[config.mk]
export PLATFORM = sky130hd
export DESIGN_NAME = hsc_control
export DESIGN_NICKNAME = d
export VERILOG_FILES = /design/src/hdl/hsc_pin_sync.v /design/src/hdl/hsc_power_monitor.v /design/src/hdl/hsc_control.v
export VERILOG_INCLUDE_DIRS = /design/src /design/src/hdl
export SDC_FILE = /design/constraint.sdc
export NUM_CORES = 1
export LEC_CHECK = 0
export ABC_AREA = 1
export BUFFER_PORTS_ARGS = -buffer_cell sky130_fd_sc_hd__buf_2
export CELL_PAD_IN_SITES_DETAIL_PLACEMENT = 1
export CELL_PAD_IN_SITES_GLOBAL_PLACEMENT = 2
export CORE_MARGIN = 5
export CORE_UTILIZATION = 36
export CTS_CLUSTER_SIZE = 14
export DETAILED_ROUTE_END_ITERATION = 8
export PLACE_DENSITY = 0.93
export SLEW_MARGIN = 20
export SYNTH_ARGS = -nofsm -noshare
export SYNTH_HDL_FRONTEND = slang
export SYNTH_SLANG_ARGS = --single-unit
[constraint.sdc]
create_clock -name clk -period 8.2 [get_ports clk]
set_clock_uncertainty 0.2 [all_clocks]
set_input_delay 0.41 -clock clk [delete_from_list [all_inputs] [get_ports clk]]
set_output_delay 0.41 -clock clk [all_outputs]
set_load 0.005 [all_outputs]
[src/hdl/hsc_consts.vh]
// Constants of the harvester state and event control block
`ifndef HSC_CONSTS_VH
`define HSC_CONSTS_VH
`define HSC_CLK_KHZ         10000
`define HSC_THERM_PERIOD_MS 8000
`define HSC_CFG_PERIOD_MS   2000
`define HSC_DIS_PERIOD_MS   1000
`define HSC_SLEEP_MAX_SRC   7'h0C
`define HSC_IRQ_BIT_READY   0
`define HSC_IRQ_BIT_MON     1
`define HSC_IRQ_EN_RESET    2'h1
`define HSC_APM_MODE_PULSE  1'h0
`define HSC_APM_MODE_METER  1'h1
`endif

[src/hdl/hsc_pin_sync.v]
// Three-stage synchroniser whose output follows once stages two and three agree
`timescale 1ns/1ns
module hsc_pin_sync #(
  parameter W = 1
) (
  input  wire         clk,
  input  wire         nrst,
  input  wire [W-1:0] pinIn,
  output reg  [W-1:0] level
);
  reg [W-1:0] s1_q;
  reg [W-1:0] s2_q;
  reg [W-1:0] s3_q;

  // Stage one feeds stage two only; a change counts when two and three agree
  always @(posedge clk) begin
    if (!nrst) begin
      s1_q  <= {W{1'b0}};
      s2_q  <= {W{1'b0}};
      s3_q  <= {W{1'b0}};
      level <= {W{1'b0}};
    end else begin
      s1_q <= pinIn;
      s2_q <= s1_q;
      s3_q <= s2_q;
      level <= (~(s2_q ^ s3_q) & s3_q) | ((s2_q ^ s3_q) & level);
    end
  end
endmodule // hsc_pin_sync

[src/hdl/hsc_power_monitor.v]
// Two-phase average power monitor: measure for a window, then wait as long
`timescale 1ns/1ns
`include "hsc_consts.vh"
module hsc_power_monitor (
  input  wire        clk,
  input  wire        nrst,
  input  wire        enable,
  input  wire        mode,
  input  wire [23:0] windowCycles,
  input  wire        boostPulse,
  input  wire [7:0]  energyQuanta,
  output reg         monDone,
  output reg  [31:0] monData
);
  localparam [1:0] PH_IDLE = 2'h0;
  localparam [1:0] PH_MEAS = 2'h1;
  localparam [1:0] PH_WAIT = 2'h2;

  reg [1:0]  phase_q;
  reg [23:0] tick_q;
  reg [31:0] acc_q;
  wire       winEnd = (tick_q >= windowCycles - 24'h000001);

  // Window timer, accumulator and result strobe
  always @(posedge clk) begin
    if (!nrst) begin
      phase_q <= PH_IDLE;
      tick_q  <= 24'h000000;
      acc_q   <= 32'h00000000;
      monDone <= 1'b0;
      monData <= 32'h00000000;
    end else begin
      monDone <= 1'b0;
      if (!enable) begin
        phase_q <= PH_IDLE;
        tick_q  <= 24'h000000;
        acc_q   <= 32'h00000000;
      end else begin
        case (phase_q)
          PH_IDLE: begin
            phase_q <= PH_MEAS;
            tick_q  <= 24'h000000;
            acc_q   <= 32'h00000000;
          end
          PH_MEAS: begin
            // Pulse mode counts boost pulses, meter mode sums energy quanta
            if (mode == `HSC_APM_MODE_PULSE)
              acc_q <= acc_q + {31'h00000000, boostPulse};
            else
              acc_q <= acc_q + {24'h000000, energyQuanta};
            if (winEnd) begin
              phase_q <= PH_WAIT;
              tick_q  <= 24'h000000;
            end else begin
              tick_q <= tick_q + 24'h000001;
            end
          end
          PH_WAIT: begin
            // Wait phase lasts exactly one measurement window
            if (winEnd) begin
              phase_q <= PH_MEAS;
              tick_q  <= 24'h000000;
              acc_q   <= 32'h00000000;
              monData <= acc_q;
              monDone <= 1'b1;
            end else begin
              tick_q <= tick_q + 24'h000001;
            end
          end
          default: phase_q <= PH_IDLE;
        endcase
      end
    end
  end
endmodule // hsc_power_monitor

[src/hdl/hsc_control.v]
// Operating-state machine, switch steering, pin sampling and interrupt of the harvester
// How it works
// - Open storage switch at overcharge threshold
// - No keep-alive, low supply: boost feeds supply
// - Keep-alive: pass switch feeds supply, never boost
// - Extract only while source above setpoint
// - Thermistor evaluated every 8 seconds
// - Monitor counts pulses or integrates energy
// - Monitor waits one window after measuring
// - Result sets done flag, data, enabled interrupt
// - High-power mode automatic unless enable cleared
// - Rising edge interrupt; only ready enabled initially
// - Enables writable; host reads flags for cause
// - Reset until 2.2 V, sample pins, sense
// - Sense storage and temperature, then supply
// - Supply lost: keep-alive stays, else reset
// - Sleep only if enabled and setpoint <= 0x0C
// - Pins resampled 2 s, charge-disable 1 s
// - Floating pins read 1, charge-disable 0
// - Interrupt low throughout reset state
// - After update, registers replace pins
// - Below 2 V, registers lost, reset state
`timescale 1ns/1ns
`include "hsc_consts.vh"
module hsc_control #(
  parameter THERM_CYCLES = `HSC_THERM_PERIOD_MS * `HSC_CLK_KHZ,
  parameter CFG_CYCLES   = `HSC_CFG_PERIOD_MS * `HSC_CLK_KHZ,
  parameter DIS_CYCLES   = `HSC_DIS_PERIOD_MS * `HSC_CLK_KHZ
) (
  input  wire        clk,
  input  wire        nrst,
  input  wire        vintReached,
  input  wire        vintBelowReset,
  input  wire        vintBelowReg,
  input  wire        vintAboveHyst,
  input  wire        stoAtOvch,
  input  wire        srcAboveSetpoint,
  input  wire        srcEnergyHigh,
  input  wire        senseDone,
  input  wire        boostPulse,
  input  wire [7:0]  energyQuanta,
  input  wire [5:0]  srcLvlPins,
  input  wire [2:0]  stoCfgPins,
  input  wire        keepAlivePin,
  input  wire        chargeDisablePin,
  input  wire [9:0]  pinFloating,
  input  wire [6:0]  regSrcRegu,
  input  wire [5:0]  regOvch,
  input  wire        regKeepAlive,
  input  wire        regChargeDisable,
  input  wire        regSleepEn,
  input  wire        regHighPowerEn,
  input  wire        regApmEn,
  input  wire        regApmMode,
  input  wire [23:0] regApmWindow,
  input  wire        ctrlUpdateWr,
  input  wire        irqEnWr,
  input  wire [1:0]  irqEnData,
  input  wire        irqFlagRd,
  output reg  [3:0]  opState,
  output reg         restoreDefaults,
  output reg         updateActive,
  output reg  [1:0]  irqEnable,
  output reg  [1:0]  irqFlags,
  output reg         irqPin,
  output reg  [31:0] monData,
  output reg  [6:0]  srcSetpoint,
  output reg  [5:0]  ovchThreshold,
  output reg         storageOutputSwitch,
  output reg         internalSupplySwitch,
  output reg         storageToInternalPass,
  output reg         boostExtract,
  output reg         highPowerMode,
  output reg         stoMeasStart,
  output reg         thermEvalStart
);
  // One-hot operating states
  localparam [3:0] ST_RESET  = 4'h1;
  localparam [3:0] ST_SENSE  = 4'h2;
  localparam [3:0] ST_SUPPLY = 4'h4;
  localparam [3:0] ST_SLEEP  = 4'h8;

  // Overcharge code for each storage pin setting
  function [5:0] ovchFromPins;
    input [2:0] sel;
    begin
      case (sel)
        3'h0:    ovchFromPins = 6'h3A;
        3'h1:    ovchFromPins = 6'h31;
        3'h2:    ovchFromPins = 6'h2A;
        3'h6:    ovchFromPins = 6'h37;
        3'h7:    ovchFromPins = 6'h33;
        default: ovchFromPins = 6'h2F;
      endcase
    end
  endfunction

  // Next value of a period counter that restarts after its last count
  function [31:0] nextCount;
    input [31:0] cnt;
    input        wrap;
    begin
      if (wrap)
        nextCount = 32'h00000000;
      else
        nextCount = cnt + 32'h00000001;
    end
  endfunction

  // Analogue comparator levels come from outside the clock domain
  wire [10:0] anaSync;
  hsc_pin_sync #(
    .W (11)
  ) uAnaSync (
    .clk   (clk),
    .nrst  (nrst),
    .pinIn ({vintReached, vintBelowReset, vintBelowReg, vintAboveHyst, stoAtOvch,
             srcAboveSetpoint, srcEnergyHigh, senseDone, boostPulse, 2'h0}),
    .level (anaSync)
  );
  wire sVintOk   = anaSync[10];
  wire sVintLost = anaSync[9];
  wire sVintLow  = anaSync[8];
  wire sVintHyst = anaSync[7];
  wire sOvch     = anaSync[6];
  wire sSrcAbove = anaSync[5];
  wire sSrcHigh  = anaSync[4];
  wire sSenseOk  = anaSync[3];
  wire sPulse    = anaSync[2];

  // Floating pins resolve high, the charge-disable pin resolves low
  wire [5:0] srcLvlRaw = srcLvlPins | pinFloating[5:0];
  wire [2:0] stoCfgRaw = stoCfgPins | pinFloating[8:6];
  wire       keepRaw   = keepAlivePin | pinFloating[9];
  wire       disRaw    = chargeDisablePin;

  wire [10:0] pinSync;
  hsc_pin_sync #(
    .W (11)
  ) uPinSync (
    .clk   (clk),
    .nrst  (nrst),
    .pinIn ({srcLvlRaw, stoCfgRaw, keepRaw, disRaw}),
    .level (pinSync)
  );

  reg [3:0]  state_d;
  reg [31:0] thermCnt_q;
  reg [31:0] cfgCnt_q;
  reg [31:0] disCnt_q;
  reg [5:0]  pinSrc_q;
  reg [2:0]  pinSto_q;
  reg        pinKeep_q;
  reg        pinDis_q;
  reg        steer_q;
  reg        irqLevel_q;
  wire       monDone;
  wire [31:0] monValue;

  // Keep-alive and charge-disable registers govern only after the host validates them
  wire effKeep = updateActive ? regKeepAlive : pinKeep_q;
  wire effDis  = updateActive ? regChargeDisable : pinDis_q;
  wire active  = (opState == ST_SUPPLY) || (opState == ST_SLEEP);
  // Sleep reads the register value directly; the pins never select sleep
  wire sleepOk = regSleepEn && (regSrcRegu <= `HSC_SLEEP_MAX_SRC);
  wire cfgTick = (cfgCnt_q == CFG_CYCLES - 1);
  wire disTick = (disCnt_q == DIS_CYCLES - 1);
  // Supply sagging, source too weak to restore it and no battery fallback
  wire supplyLost = active && sVintLow && !sSrcAbove && !effKeep;

  // Next operating state
  always @* begin
    state_d = opState;
    case (opState)
      ST_RESET: begin
        if (sVintOk && !sVintLost)
          state_d = ST_SENSE;
      end
      ST_SENSE: begin
        if (sSenseOk)
          state_d = ST_SUPPLY;
      end
      ST_SUPPLY: begin
        if (sleepOk)
          state_d = ST_SLEEP;
      end
      ST_SLEEP: begin
        if (!sleepOk)
          state_d = ST_SUPPLY;
      end
      default: state_d = ST_RESET;
    endcase
    // Supply loss: the battery keeps the logic alive only with keep-alive
    if (supplyLost)
      state_d = ST_RESET;
    if (sVintLost)
      state_d = ST_RESET;
  end

  // Entering reset clears the event path on that same edge, so the pin
  // is never seen high while the state already reads reset
  wire enterReset = (state_d == ST_RESET);
  // Leaving sensing for supply is the bus-ready event
  wire readyEvent = (opState == ST_SENSE) && (state_d == ST_SUPPLY);

  // State, configuration capture and volatile settings
  always @(posedge clk) begin
    if (!nrst) begin
      opState         <= ST_RESET;
      restoreDefaults <= 1'b0;
      updateActive    <= 1'b0;
      irqEnable       <= `HSC_IRQ_EN_RESET;
      pinSrc_q        <= 6'h00;
      pinSto_q        <= 3'h0;
      pinKeep_q       <= 1'b0;
      pinDis_q        <= 1'b0;
      cfgCnt_q        <= 32'h00000000;
      disCnt_q        <= 32'h00000000;
      stoMeasStart    <= 1'b0;
    end else begin
      opState         <= state_d;
      restoreDefaults <= 1'b0;
      stoMeasStart    <= 1'b0;
      if (opState == ST_RESET) begin
        // Volatile settings are lost while in reset
        updateActive <= 1'b0;
        irqEnable    <= `HSC_IRQ_EN_RESET;
        cfgCnt_q     <= 32'h00000000;
        disCnt_q     <= 32'h00000000;
        if (state_d == ST_SENSE) begin
          restoreDefaults <= 1'b1;
          stoMeasStart    <= 1'b1;
          pinSrc_q        <= pinSync[10:5];
          pinSto_q        <= pinSync[4:2];
          pinKeep_q       <= pinSync[1];
          pinDis_q        <= pinSync[0];
        end
      end else begin
        if (ctrlUpdateWr)
          updateActive <= 1'b1;
        if (irqEnWr)
          irqEnable <= irqEnData;
        // Periodic resampling lets pins change while running
        cfgCnt_q <= nextCount(cfgCnt_q, cfgTick);
        disCnt_q <= nextCount(disCnt_q, disTick);
        if (cfgTick) begin
          pinSrc_q  <= pinSync[10:5];
          pinSto_q  <= pinSync[4:2];
          pinKeep_q <= pinSync[1];
        end
        if (disTick)
          pinDis_q <= pinSync[0];
      end
    end
  end

  // Periodic thermistor evaluation; a first one runs during sensing
  always @(posedge clk) begin
    if (!nrst) begin
      thermCnt_q     <= 32'h00000000;
      thermEvalStart <= 1'b0;
    end else begin
      thermEvalStart <= 1'b0;
      if (opState == ST_RESET) begin
        thermCnt_q <= 32'h00000000;
        if (state_d == ST_SENSE)
          thermEvalStart <= 1'b1;
      end else if (thermCnt_q == THERM_CYCLES - 1) begin
        thermCnt_q     <= 32'h00000000;
        thermEvalStart <= 1'b1;
      end else begin
        thermCnt_q <= thermCnt_q + 32'h00000001;
      end
    end
  end

  // Monitor runs only in the supply and sleep states; dropping the enable restarts its window
  hsc_power_monitor uMonitor (
    .clk          (clk),
    .nrst         (nrst),
    .enable       (regApmEn && active),
    .mode         (regApmMode),
    .windowCycles (regApmWindow),
    .boostPulse   (sPulse),
    .energyQuanta (energyQuanta),
    .monDone      (monDone),
    .monData      (monValue)
  );

  // Sticky flags: a new event in the read cycle wins over the clear
  always @(posedge clk) begin
    if (!nrst) begin
      irqFlags   <= 2'h0;
      irqLevel_q <= 1'b0;
      irqPin     <= 1'b0;
      monData    <= 32'h00000000;
    end else if (opState == ST_RESET || enterReset) begin
      irqFlags   <= 2'h0;
      irqLevel_q <= 1'b0;
      irqPin     <= 1'b0;
    end else begin
      irqFlags[`HSC_IRQ_BIT_READY] <= (irqFlags[`HSC_IRQ_BIT_READY] && !irqFlagRd)
                                      || readyEvent;
      irqFlags[`HSC_IRQ_BIT_MON] <= (irqFlags[`HSC_IRQ_BIT_MON] && !irqFlagRd)
                                    || monDone;
      if (monDone)
        monData <= monValue;
      // Pin level is any enabled pending flag, so a new cause gives an edge only if no enabled flag was pending
      irqLevel_q <= |(irqFlags & irqEnable);
      irqPin     <= irqLevel_q;
    end
  end

  // Charge-path steering; boost never feeds the supply under keep-alive
  always @(posedge clk) begin
    if (!nrst) begin
      steer_q               <= 1'b0;
      storageOutputSwitch   <= 1'b0;
      internalSupplySwitch  <= 1'b0;
      storageToInternalPass <= 1'b0;
      boostExtract          <= 1'b0;
      highPowerMode         <= 1'b0;
      srcSetpoint           <= 7'h00;
      ovchThreshold         <= 6'h00;
    end else begin
      // Latched until the supply clears its hysteresis, so the switch cannot chatter
      if (!active || effKeep || sVintHyst)
        steer_q <= 1'b0;
      else if (sVintLow)
        steer_q <= 1'b1;
      internalSupplySwitch  <= steer_q && !effKeep;
      storageToInternalPass <= active && effKeep && sVintLow;
      storageOutputSwitch   <= active && !steer_q && !sOvch && !effDis;
      boostExtract          <= (opState == ST_SUPPLY) && sSrcAbove;
      highPowerMode         <= (opState == ST_SUPPLY) && sSrcAbove && sSrcHigh
                               && regHighPowerEn;
      // Pin setpoint code is zero-extended into the wider register field
      srcSetpoint   <= updateActive ? regSrcRegu : {1'b0, pinSrc_q};
      ovchThreshold <= updateActive ? regOvch : ovchFromPins(pinSto_q);
    end
  end
endmodule // hsc_control

==> impl_metrics.tcl, run 1 <==
set metrics [dict create \
    fin_crit_sh 0.502 \
    cts_buffers 41 \
    initial_core_util 0.364 \
    setup_slack_ps 4080 \
    start_kind "input port" \
    grt_pass1_wl_microns 79900 \
    critPathMaxFanout 30 \
    cap_viol_max_count 0 \
    setup_viol_count_final 0 \
    avgSynthCellArea_sq_um 7.00 \
    hold_class "in -> reg" \
    layout_commonest_cell "nand2_1" \
    arrival_ps 4350 \
    status "complete, no violations" \
    cts.sinks 342 \
    fp.dieH_microns 224 \
    place_congestion 0.852 \
    criticalPathCategory "in -> reg" \
    firstDrtPassIters 4 \
    clkSlewWorstSetupHoldPaths_ps 60 \
    hpwl_microns 35000 \
    diodes 0 \
    yosysWarningCount 0 \
    num_rows 78 \
    power_frac_comb 0.033 \
    io_pins 151 \
    powerDensity_nw_per_um2 186 \
    slew_headroom 0.295 \
    hold_viol 0 \
    max-clock-path-buffers 3 \
    dieArea_sq_um 50100 \
    htreeDepth 2 \
    crit_path_end_kind "flop" \
    fin_tns_setup_ps 0 \
    die_w_microns 224 \
    p_seq_frac 0.464 \
    finalCriticalPeriod_ps 4120 \
    cts_setup_buffers 0 \
    postPlaceCellArea_sq_um 17700 \
    wirelength_microns 48200 \
    clkPwrFrac 0.503 \
    cts_tree "done" \
    syn_to_final_growth_pct 18.9 \
    syn_area_sq_um 16500 \
    fillers 5771 \
    mostFrequentLayoutCells "nand2_1, dfxtp_1, inv_1, nor2_1" \
    viasPerCell 4.93 \
    final_area_sq_um 19600 \
    drive_gt1_frac 0.105 \
    rsz0062_at_grt "false" \
    root_buffer "clkbuf_16" \
    core_area_sq_um 45300 \
    synthCells 2351 \
    p_int_mw 2.85 \
    power_switching_uw 786 \
    synth_cell_types 47 \
    io_buffers 150 \
    drc 0 \
    crit_required_ps 8440 \
    synth-main-ff-cell "dfxtp_1" \
    routed-via-count 15600 \
    tightestPinTransition_ps 1060 \
    drt-wirelength-per-cell_microns 15.2 \
    antenna_left 0 \
    grt_pass1_vias 16200 \
    netSwitchingFraction 0.216 \
    fmax_ghz 0.243 \
    pre_cts_ws_ps 3110 \
    maxSlewViolCount 0 \
    insertion_delay_ps 560 \
    grt_max_degree 83 \
    ys_async_sr_fraction 0 \
    synth-edff-count 0 \
    irDropWorstVdd_v 0.000144 \
    globalRoute.totalOverflow 0 \
    first_iter_violations 575 \
    track_usage 0.189 \
    nNetsFinal 2662 \
    antenna_found_initial 0 \
    synth_seq_cells 342 \
    p_leak_nw 8.12 \
    syn-num-nets 2481 \
    yosysSeqAreaShare 0.416 \
]
per-layer routing:
metal | vias to the layer above | GRT usage | share of wire
li1 | 7877 | - | -
met1 | 7414 | 0.234 | 0.45
met2 | 213 | 0.341 | 0.49
met3 | 77 | 0.0300 | 0.035
met4 | 0 | 0.0492 | 0.023
met5 | - | 0 | 0
cells in the mapped netlist, types with 3 or more instances:
master / instances / area (sq um)
nand3b_1: 11 / 82.6
buf_4: 7 / 52.6
o21ai_1: 35 / 175
a31oi_1: 3 / 18.8
and2_1: 36 / 225
nor2_4: 4 / 45.0
buf_2: 19 / 95.1
a211oi_1: 5 / 37.5
nand2_2: 7 / 43.8
xnor2_1: 21 / 184
nand2_1: 533 / 2000
o211ai_1: 3 / 22.5
xor2_1: 49 / 429
dfxtp_1: 342 / 6850
nor3_2: 4 / 40.0
o21bai_1: 3 / 22.5
buf_1: 3 / 11.3
inv_2: 7 / 26.3
nand4_1: 63 / 394
ha_1: 41 / 513
clkbuf_1: 37 / 139
nor2_2: 12 / 75.1
nand3_1: 109 / 546
inv_1: 319 / 1200
nor4_1: 26 / 163
nor2_1: 293 / 1100
nor3_1: 69 / 345
a21oi_1: 149 / 746
o21ai_0: 89 / 445
nor3b_1: 22 / 165
or2_2: 10 / 62.6
logic make-up after synthesis:
logic type,count (synthesis),synth area share
xor gates and xnor gates,70,0.0372
DFF,342,0.416
adders and majority gates,42,0.0324
and+or+nand+nor,1205,0.326
buffers and inverters,392,0.0924
muxes,2,0.00129
AOI/OAI and AO/OA,298,0.0945
state kept, by name, indices dropped and copies added (netlist names), 11 cells and up, named ones only:
| register | flops |
|---|---|
| uPinSync.s2_q | 11 |
| cfgCnt_q | 32 |
| disCnt_q | 32 |
| uMonitor.acc_q | 32 |
| monData | 32 |
| uPinSync.s1_q | 11 |
| uPinSync.s3_q | 11 |
| uMonitor.monData | 32 |
| thermCnt_q | 32 |
| uMonitor.tick_q | 24 |
per-stage QoR:
step | util | hold slack (ps) | instances | power [mW]
2_1_floorplan | - | 190 | 2351 | 1.77
3_3_place_gp | 0.391 | 198 | 3038 | 1.82
3_5_place_dp | 0.391 | 203 | 3038 | 1.82
4_1_cts | 0.432 | 3.22 | 3162 | 3.69
5_1_grt | 0.432 | 20.0 | 3162 | 3.77
6_report | 0.432 | 20.3 | 3162 | 3.63
path summary, 6_finish.rpt:
kind                        from                 to  slack (ps)  depth (start not counted)
min reg2reg     uAnaSync.s1_q[4]   uAnaSync.s2_q[4]         210                          2
min                   regOvch[2]   ovchThreshold[2]          20                          3
max              regApmWindow[0]  uMonitor.acc_q[3]        4080                         22
max reg2reg  uMonitor.phase_q[1]  uMonitor.acc_q[8]        5070                          7
worst max-delay path, cell delays in order:
cell     delay (ps)
buf_2           110
inv_1            90
ha_1            230
inv_1            60
nor2_1          180
nand2_1         120
nor2_1          160
nand4_1         180
nor2_1          260
inv_1           130
o21ai_0         160
inv_1            60
ha_1            270
nand2_1          70
nor2_1          150
nand4_1         120
nor2_1          120
nand2_1          80
nand3_1         410
nand2_2         540
o21ai_0         360
nor2_1           60
power groups by stage:
stage                     logic [mW]  registers, mW  clock network (mW)
after floorplan               0.0541           1.72                   0
after global placement        0.0977           1.72                   0
after detailed placement       0.101           1.72                   0
after CTS                      0.120           1.68                1.88
after global routing           0.135           1.69                1.95
final                          0.119           1.69                1.83
area by class of cell:
cell class / instances / area [sq um] / area share
clock buffers: 67 / 1270 / 0.0647
clock inverters: 6 / 87.6 / 0.00447
inverters: 326 / 1220 / 0.0625
multi-input cells: 1617 / 8110 / 0.414
flip-flops and latches: 342 / 6850 / 0.350
well taps: 600 / 751 / 0.0384
repair buffers: 204 / 1290 / 0.0657
what timing repair did:
action,CTS,global route
hold endpoints to repair,39,0
gates resized for setup,0,0
hold buffers,51,0
setup endpoints to repair,0,0
No activity file was read; power rests on OpenSTA's default activity.
==> inputs of run 2 (changes only) <==
- CORE_UTILIZATION: 36 -> 30
- PLACE_DENSITY: 0.93 -> 0.84
- clock period: 8.2 -> 3.3 ns (I/O delays scaled with it)
==> impl_metrics.tcl, run 2 (synthesis results as in run 1) <==
set metrics [dict create \
    crit_top_cell "nor2_1" \
    firstDrtPassIters 6 \
    root_buffer "clkbuf_16" \
    mostFrequentLayoutCells "nand2_1, dfxtp_1, inv_1, nor2_1, buf_2" \
    critPathMaxFanout 28 \
    fp.dieH_microns 244 \
    hold_ws_ps 13.6 \
    fmax_ghz 0.340 \
    slew_headroom 0.422 \
    place_congestion 0.865 \
    antenna_found_initial 0 \
    cts_tree "done" \
    path_buf_inv 4 \
    insertion_delay_ps 570 \
    tightestPinTransition_ps 867 \
    drt-wirelength-per-cell_microns 14.9 \
    clkPwrFrac 0.508 \
    cp_slowest_cell "nor3_4" \
    fin_tns_setup_ps 0 \
    clkSlewWorstSetupHoldPaths_ps 60 \
    crit_required_ps 3580 \
    viasPerCell 4.75 \
    io_buffers 150 \
    core_area_sq_um 54100 \
    nNetsFinal 2712 \
    netSwitchingFraction 0.223 \
    power_switching_mw 2.04 \
    start_kind "input port" \
    drc 0 \
    setup_viol_count_final 0 \
    globalRoute.totalOverflow 0 \
    crit_path_max_incr_delay_ps 300 \
    p_leak_nw 8.40 \
    max-clock-path-buffers 3 \
    grt_max_degree 92 \
    cap_viol_max_count 0 \
    die_w_microns 244 \
    fin_util 0.373 \
    criticalPathCategory "in -> reg" \
    track_usage 0.162 \
    cts_buffers 42 \
    cts.sinks 342 \
    crit_path_end_kind "flop" \
    drive_gt1_frac 0.121 \
    powerDensity_nw_per_um2 453 \
    arrival_ps 3230 \
    worstPathCellList "buf_2 -> or2_2 -> nor2_1 -> nand3_2 -> nor3_4 -> nand3_1 -> xnor2_1 -> inv_1 -> ha_1 -> nand2_1 -> nor2_1 -> nand4_1 -> nor2_1 -> nand2_1 -> nand2_2 -> nand2_2 -> clkbuf_16 -> buf_4 -> a21oi_1" \
    syn_to_final_growth_pct 22.7 \
    grt_pass1_wl_microns 81600 \
    fin_crit_sh 0.892 \
    grt_pass1_vias 16300 \
    initial_core_util 0.304 \
    routed-via-count 15700 \
    path_delay_family "simple AND/OR/NAND/NOR gates" \
    rsz0062_at_grt "false" \
    num_rows 85 \
    power_frac_comb 0.035 \
    layout_commonest_cell "nand2_1" \
    hold_viol 0 \
    dp.cells 3170 \
    status "complete, no violations" \
    maxSlewViolCount 0 \
    hpwl_microns 36400 \
    finalCriticalPeriod_ps 2940 \
    p_seq_frac 0.458 \
    p_int_mw 7.11 \
    wirelength_microns 49500 \
    io_pins 151 \
    irDropWorstVdd_v 0.000325 \
    hold_class "in -> reg" \
    htreeDepth 2 \
    antenna_left 0 \
    dieArea_sq_um 59700 \
    first_iter_violations 529 \
    finalNonFillerCells 3310 \
]
[run 2: changes by cell type in the layout (fill, tap and decap cells not counted), sizes merged]
cell,previous run,this run
clkinvlp,0,1
bufinv,2,3
inv,327,326
diode,0,1
clkbuf,67,60
dlygate4sd3,51,62
buf,153,190
clkinv,3,12
[run 2: worst register-to-register path, stage by stage (launching register included)]
cell and delay [ps]:
dfxtp_1 380, inv_1 70, nor2_1 90, nand2_1 210, inv_2 150, nand3_1 440
o21ai_0 280, o21ai_0 100, nand2_1 100, o22ai_1 70, inv_1 60, nor2_1 30
dlygate4sd3_1 550
[run 2: routing by layer]
layer	track usage	up-vias	share of wire
met5	0	-	0
met4	0.0393	0	0.017
met3	0.0238	60	0.035
met2	0.288	208	0.48
met1	0.206	7471	0.46
li1	-	7984	-
[run 2: layout make-up]
type | count | area [sq um]
timing repair buffer | 253 | 1750
inverter | 326 | 1220
clock buffer | 59 | 1210
multi-input combinational | 1617 | 8120
sequential | 342 | 6850
antenna | 1 | 2.50
fill | 6745 | 33900
tap | 696 | 871
clock inverter | 16 | 184
[run 2: path summary, 6_finish.rpt]
path | slack [ps] | depth (start not counted) | from | end
max | 360 | 19 | regApmWindow[5] | uMonitor.monData[14]
min | 10 | 3 | regSrcRegu[0] | srcSetpoint[0]
max reg2reg | 430 | 12 | opState[0] | irqFlags[0]
min reg2reg | 210 | 2 | irqLevel_q | irqPin
[run 2: timing repair]
item	4_1_cts	5_1_grt
hold buffers	62	0
gates resized for setup	0	7
endpoints found under the setup margin	0	89
buffers inserted	0	1
endpoints found under the hold margin	52	0
[run 2: metrics by stage]
stage	setup slack (ps)	power [mW]	instance area, sq um
after CTS	277	9.34	20100
after detailed placement	-318	4.55	18100
after global placement	-185	4.54	18100
after floorplan	176	4.41	16500
after global routing	5.04	9.54	20200
final	357	9.15	20200
[run 2: power by group through the flow]
stage	registers [mW]	clock network [mW]	logic, mW
finish	4.19	4.65	0.317
global route	4.19	4.99	0.359
CTS	4.19	4.83	0.321
detailed placement	4.28	0	0.268
global placement	4.28	0	0.259
floorplan	4.27	0	0.134
==> inputs of run 3 (changes only) <==
- PLACE_DENSITY: 0.84 -> 0.79
==> impl_metrics.tcl, run 3 (synthesis results as in run 1) <==
set metrics [dict create \
    start_kind "input port" \
    worstPathCellList "buf_2 -> or2_2 -> nor2_1 -> nand3_1 -> nor3_2 -> nand2_1 -> nor2_1 -> xnor2_1 -> ha_1 -> a21oi_1 -> nor2_1 -> nor2_1 -> nand2_1 -> a21oi_4 -> nand2_4 -> nand2_4 -> clkbuf_16 -> o21ai_0 -> a21oi_1" \
    fin_crit_sh 0.886 \
    syn_to_final_growth_pct 23.0 \
    p_leak_nw 8.43 \
    cts_tree "done" \
    finalNonFillerCells 3312 \
    crit_required_ps 3600 \
    irDropWorstVdd_v 0.000352 \
    grt_max_degree 109 \
    setup_viol_count_final 0 \
    initial_core_util 0.304 \
    criticalPathCategory "in -> reg" \
    globalRoute.totalOverflow 0 \
    place_congestion 0.849 \
    cp_slowest_cell "or2_2" \
    dp.cells 3171 \
    max-clock-path-buffers 3 \
    crit_path_max_incr_delay_ps 290 \
    hold_ws_ps 43.8 \
    status "complete, no violations" \
    layout_commonest_cell "nand2_1" \
    holdPathStages 7 \
    crit_top_cell "nor2_1" \
    htreeDepth 2 \
    maxSlewViolCount 0 \
    mostFrequentLayoutCells "nand2_1, dfxtp_1, inv_1, nor2_1, buf_2" \
    fin_util 0.374 \
    grt_pass1_wl_microns 82100 \
    root_buffer "clkbuf_16" \
    r2r_cells 10 \
    critPathMaxFanout 31 \
    hold_viol 0 \
    antenna_found_initial 0 \
    cts_setup_buffers 0 \
    first_iter_violations 511 \
    finalCriticalPeriod_ps 2920 \
    fillers 6735 \
    viasPerCell 4.73 \
    rr_endpoint "monData[30]" \
    track_usage 0.163 \
    insertion_delay_ps 570 \
    routed-via-count 15700 \
    path_buf_inv 2 \
    cts.sinks 342 \
    drc 0 \
    powerDensity_nw_per_um2 448 \
    dieArea_sq_um 59700 \
    die_w_microns 244 \
    fp.dieH_microns 244 \
    wirelength_microns 50200 \
    core_area_sq_um 54100 \
    final_area_sq_um 20200 \
    cts_buffers 42 \
    fmax_ghz 0.342 \
    postPlaceCellArea_sq_um 18100 \
    rsz0062_at_grt "false" \
    hold_class "in -> reg" \
    antenna_left 0 \
    num_rows 85 \
    worst-r2r-setup-slack_ps 570 \
    r2r_start "updateActive" \
    cp_num_cells 19 \
    firstDrtPassIters 4 \
    io_buffers 150 \
    path_delay_family "simple AND/OR/NAND/NOR gates" \
    drive_gt1_frac 0.122 \
    setup.worst_path.start "regApmWindow[5]" \
    slew_headroom 0.314 \
    arrival_ps 3220 \
    grt_pass1_vias 16300 \
    diodes 0 \
    cap_viol_max_count 0 \
    hpwl_microns 36500 \
    setup.worst_path.end "uMonitor.monData[31]" \
    io_pins 151 \
    crit_path_end_kind "flop" \
    tightestPinTransition_ps 1030 \
    nNetsFinal 2714 \
    drt-wirelength-per-cell_microns 15.2 \
    clkSlewWorstSetupHoldPaths_ps 60 \
]
==> run 3: stage by stage <==
| step | setup TNS (ps) | setup slack (ps) | total power [mW] |
|---|---|---|---|
| 2_1_floorplan | 0 | 176 | 4.41 |
| 3_3_place_gp | -19650 | -278 | 4.53 |
| 3_5_place_dp | -27250 | -383 | 4.55 |
| 4_1_cts | 0 | 205 | 9.28 |
| 5_1_grt | 0 | 0.894 | 9.49 |
| 6_report | 0 | 375 | 9.07 |
==> run 3: tightest hold or removal path: cells and delay by family <==
family	cells	cell delay, ps
AO/OA/AOI/OAI	2	140
AND/OR/NAND/NOR	2	110
buffers and inverters	2	150
adder cells (fa/ha/maj)	1	190
==> run 3: layout make-up <==
type                       count  area, sq um  area share
sequential                   342         6850       0.338
clock buffer                  63         1260      0.0623
clock inverter                13          113     0.00556
tap                          696          871      0.0430
timing repair buffer         255         1800      0.0889
inverter                     326         1220      0.0604
multi-input combinational   1617         8130       0.402
==> run 3: power breakdown <==
part,total [mW],switching (mW),internal [mW]
Clock,4.57,1.85,2.72
Sequential,4.19,0.0187,4.17
Combinational,0.316,0.164,0.152
Total,9.07,2.03,7.04
==> run 3: worst min path at each step <==
stage	start	end	slack, ps
floorplan	vintReached	uAnaSync.s1_q[10]	60
global placement	srcEnergyHigh	uAnaSync.s1_q[4]	160
detailed placement	srcEnergyHigh	uAnaSync.s1_q[4]	160
CTS	regSrcRegu[3]	srcSetpoint[3]	6
global route	regSrcRegu[3]	srcSetpoint[3]	10
finish	energyQuanta[5]	uMonitor.acc_q[5]	40
==> run 3: per-layer routing <==
| metal | track usage | wire length [microns] | vias to the layer above |
|---|---|---|---|
| met5 | 0 | 0 | - |
| met4 | 0.0348 | 973 | 0 |
| met3 | 0.0259 | 1580 | 57 |
| met2 | 0.293 | 24200 | 178 |
| met1 | 0.206 | 23500 | 7438 |
| li1 | - | - | 7983 |
==> run 3: what timing repair did <==
item | CTS | global route
endpoints found under the hold margin | 53 | 0
hold buffers | 62 | 0
resized for setup | 0 | 9
setup endpoints to repair | 0 | 88
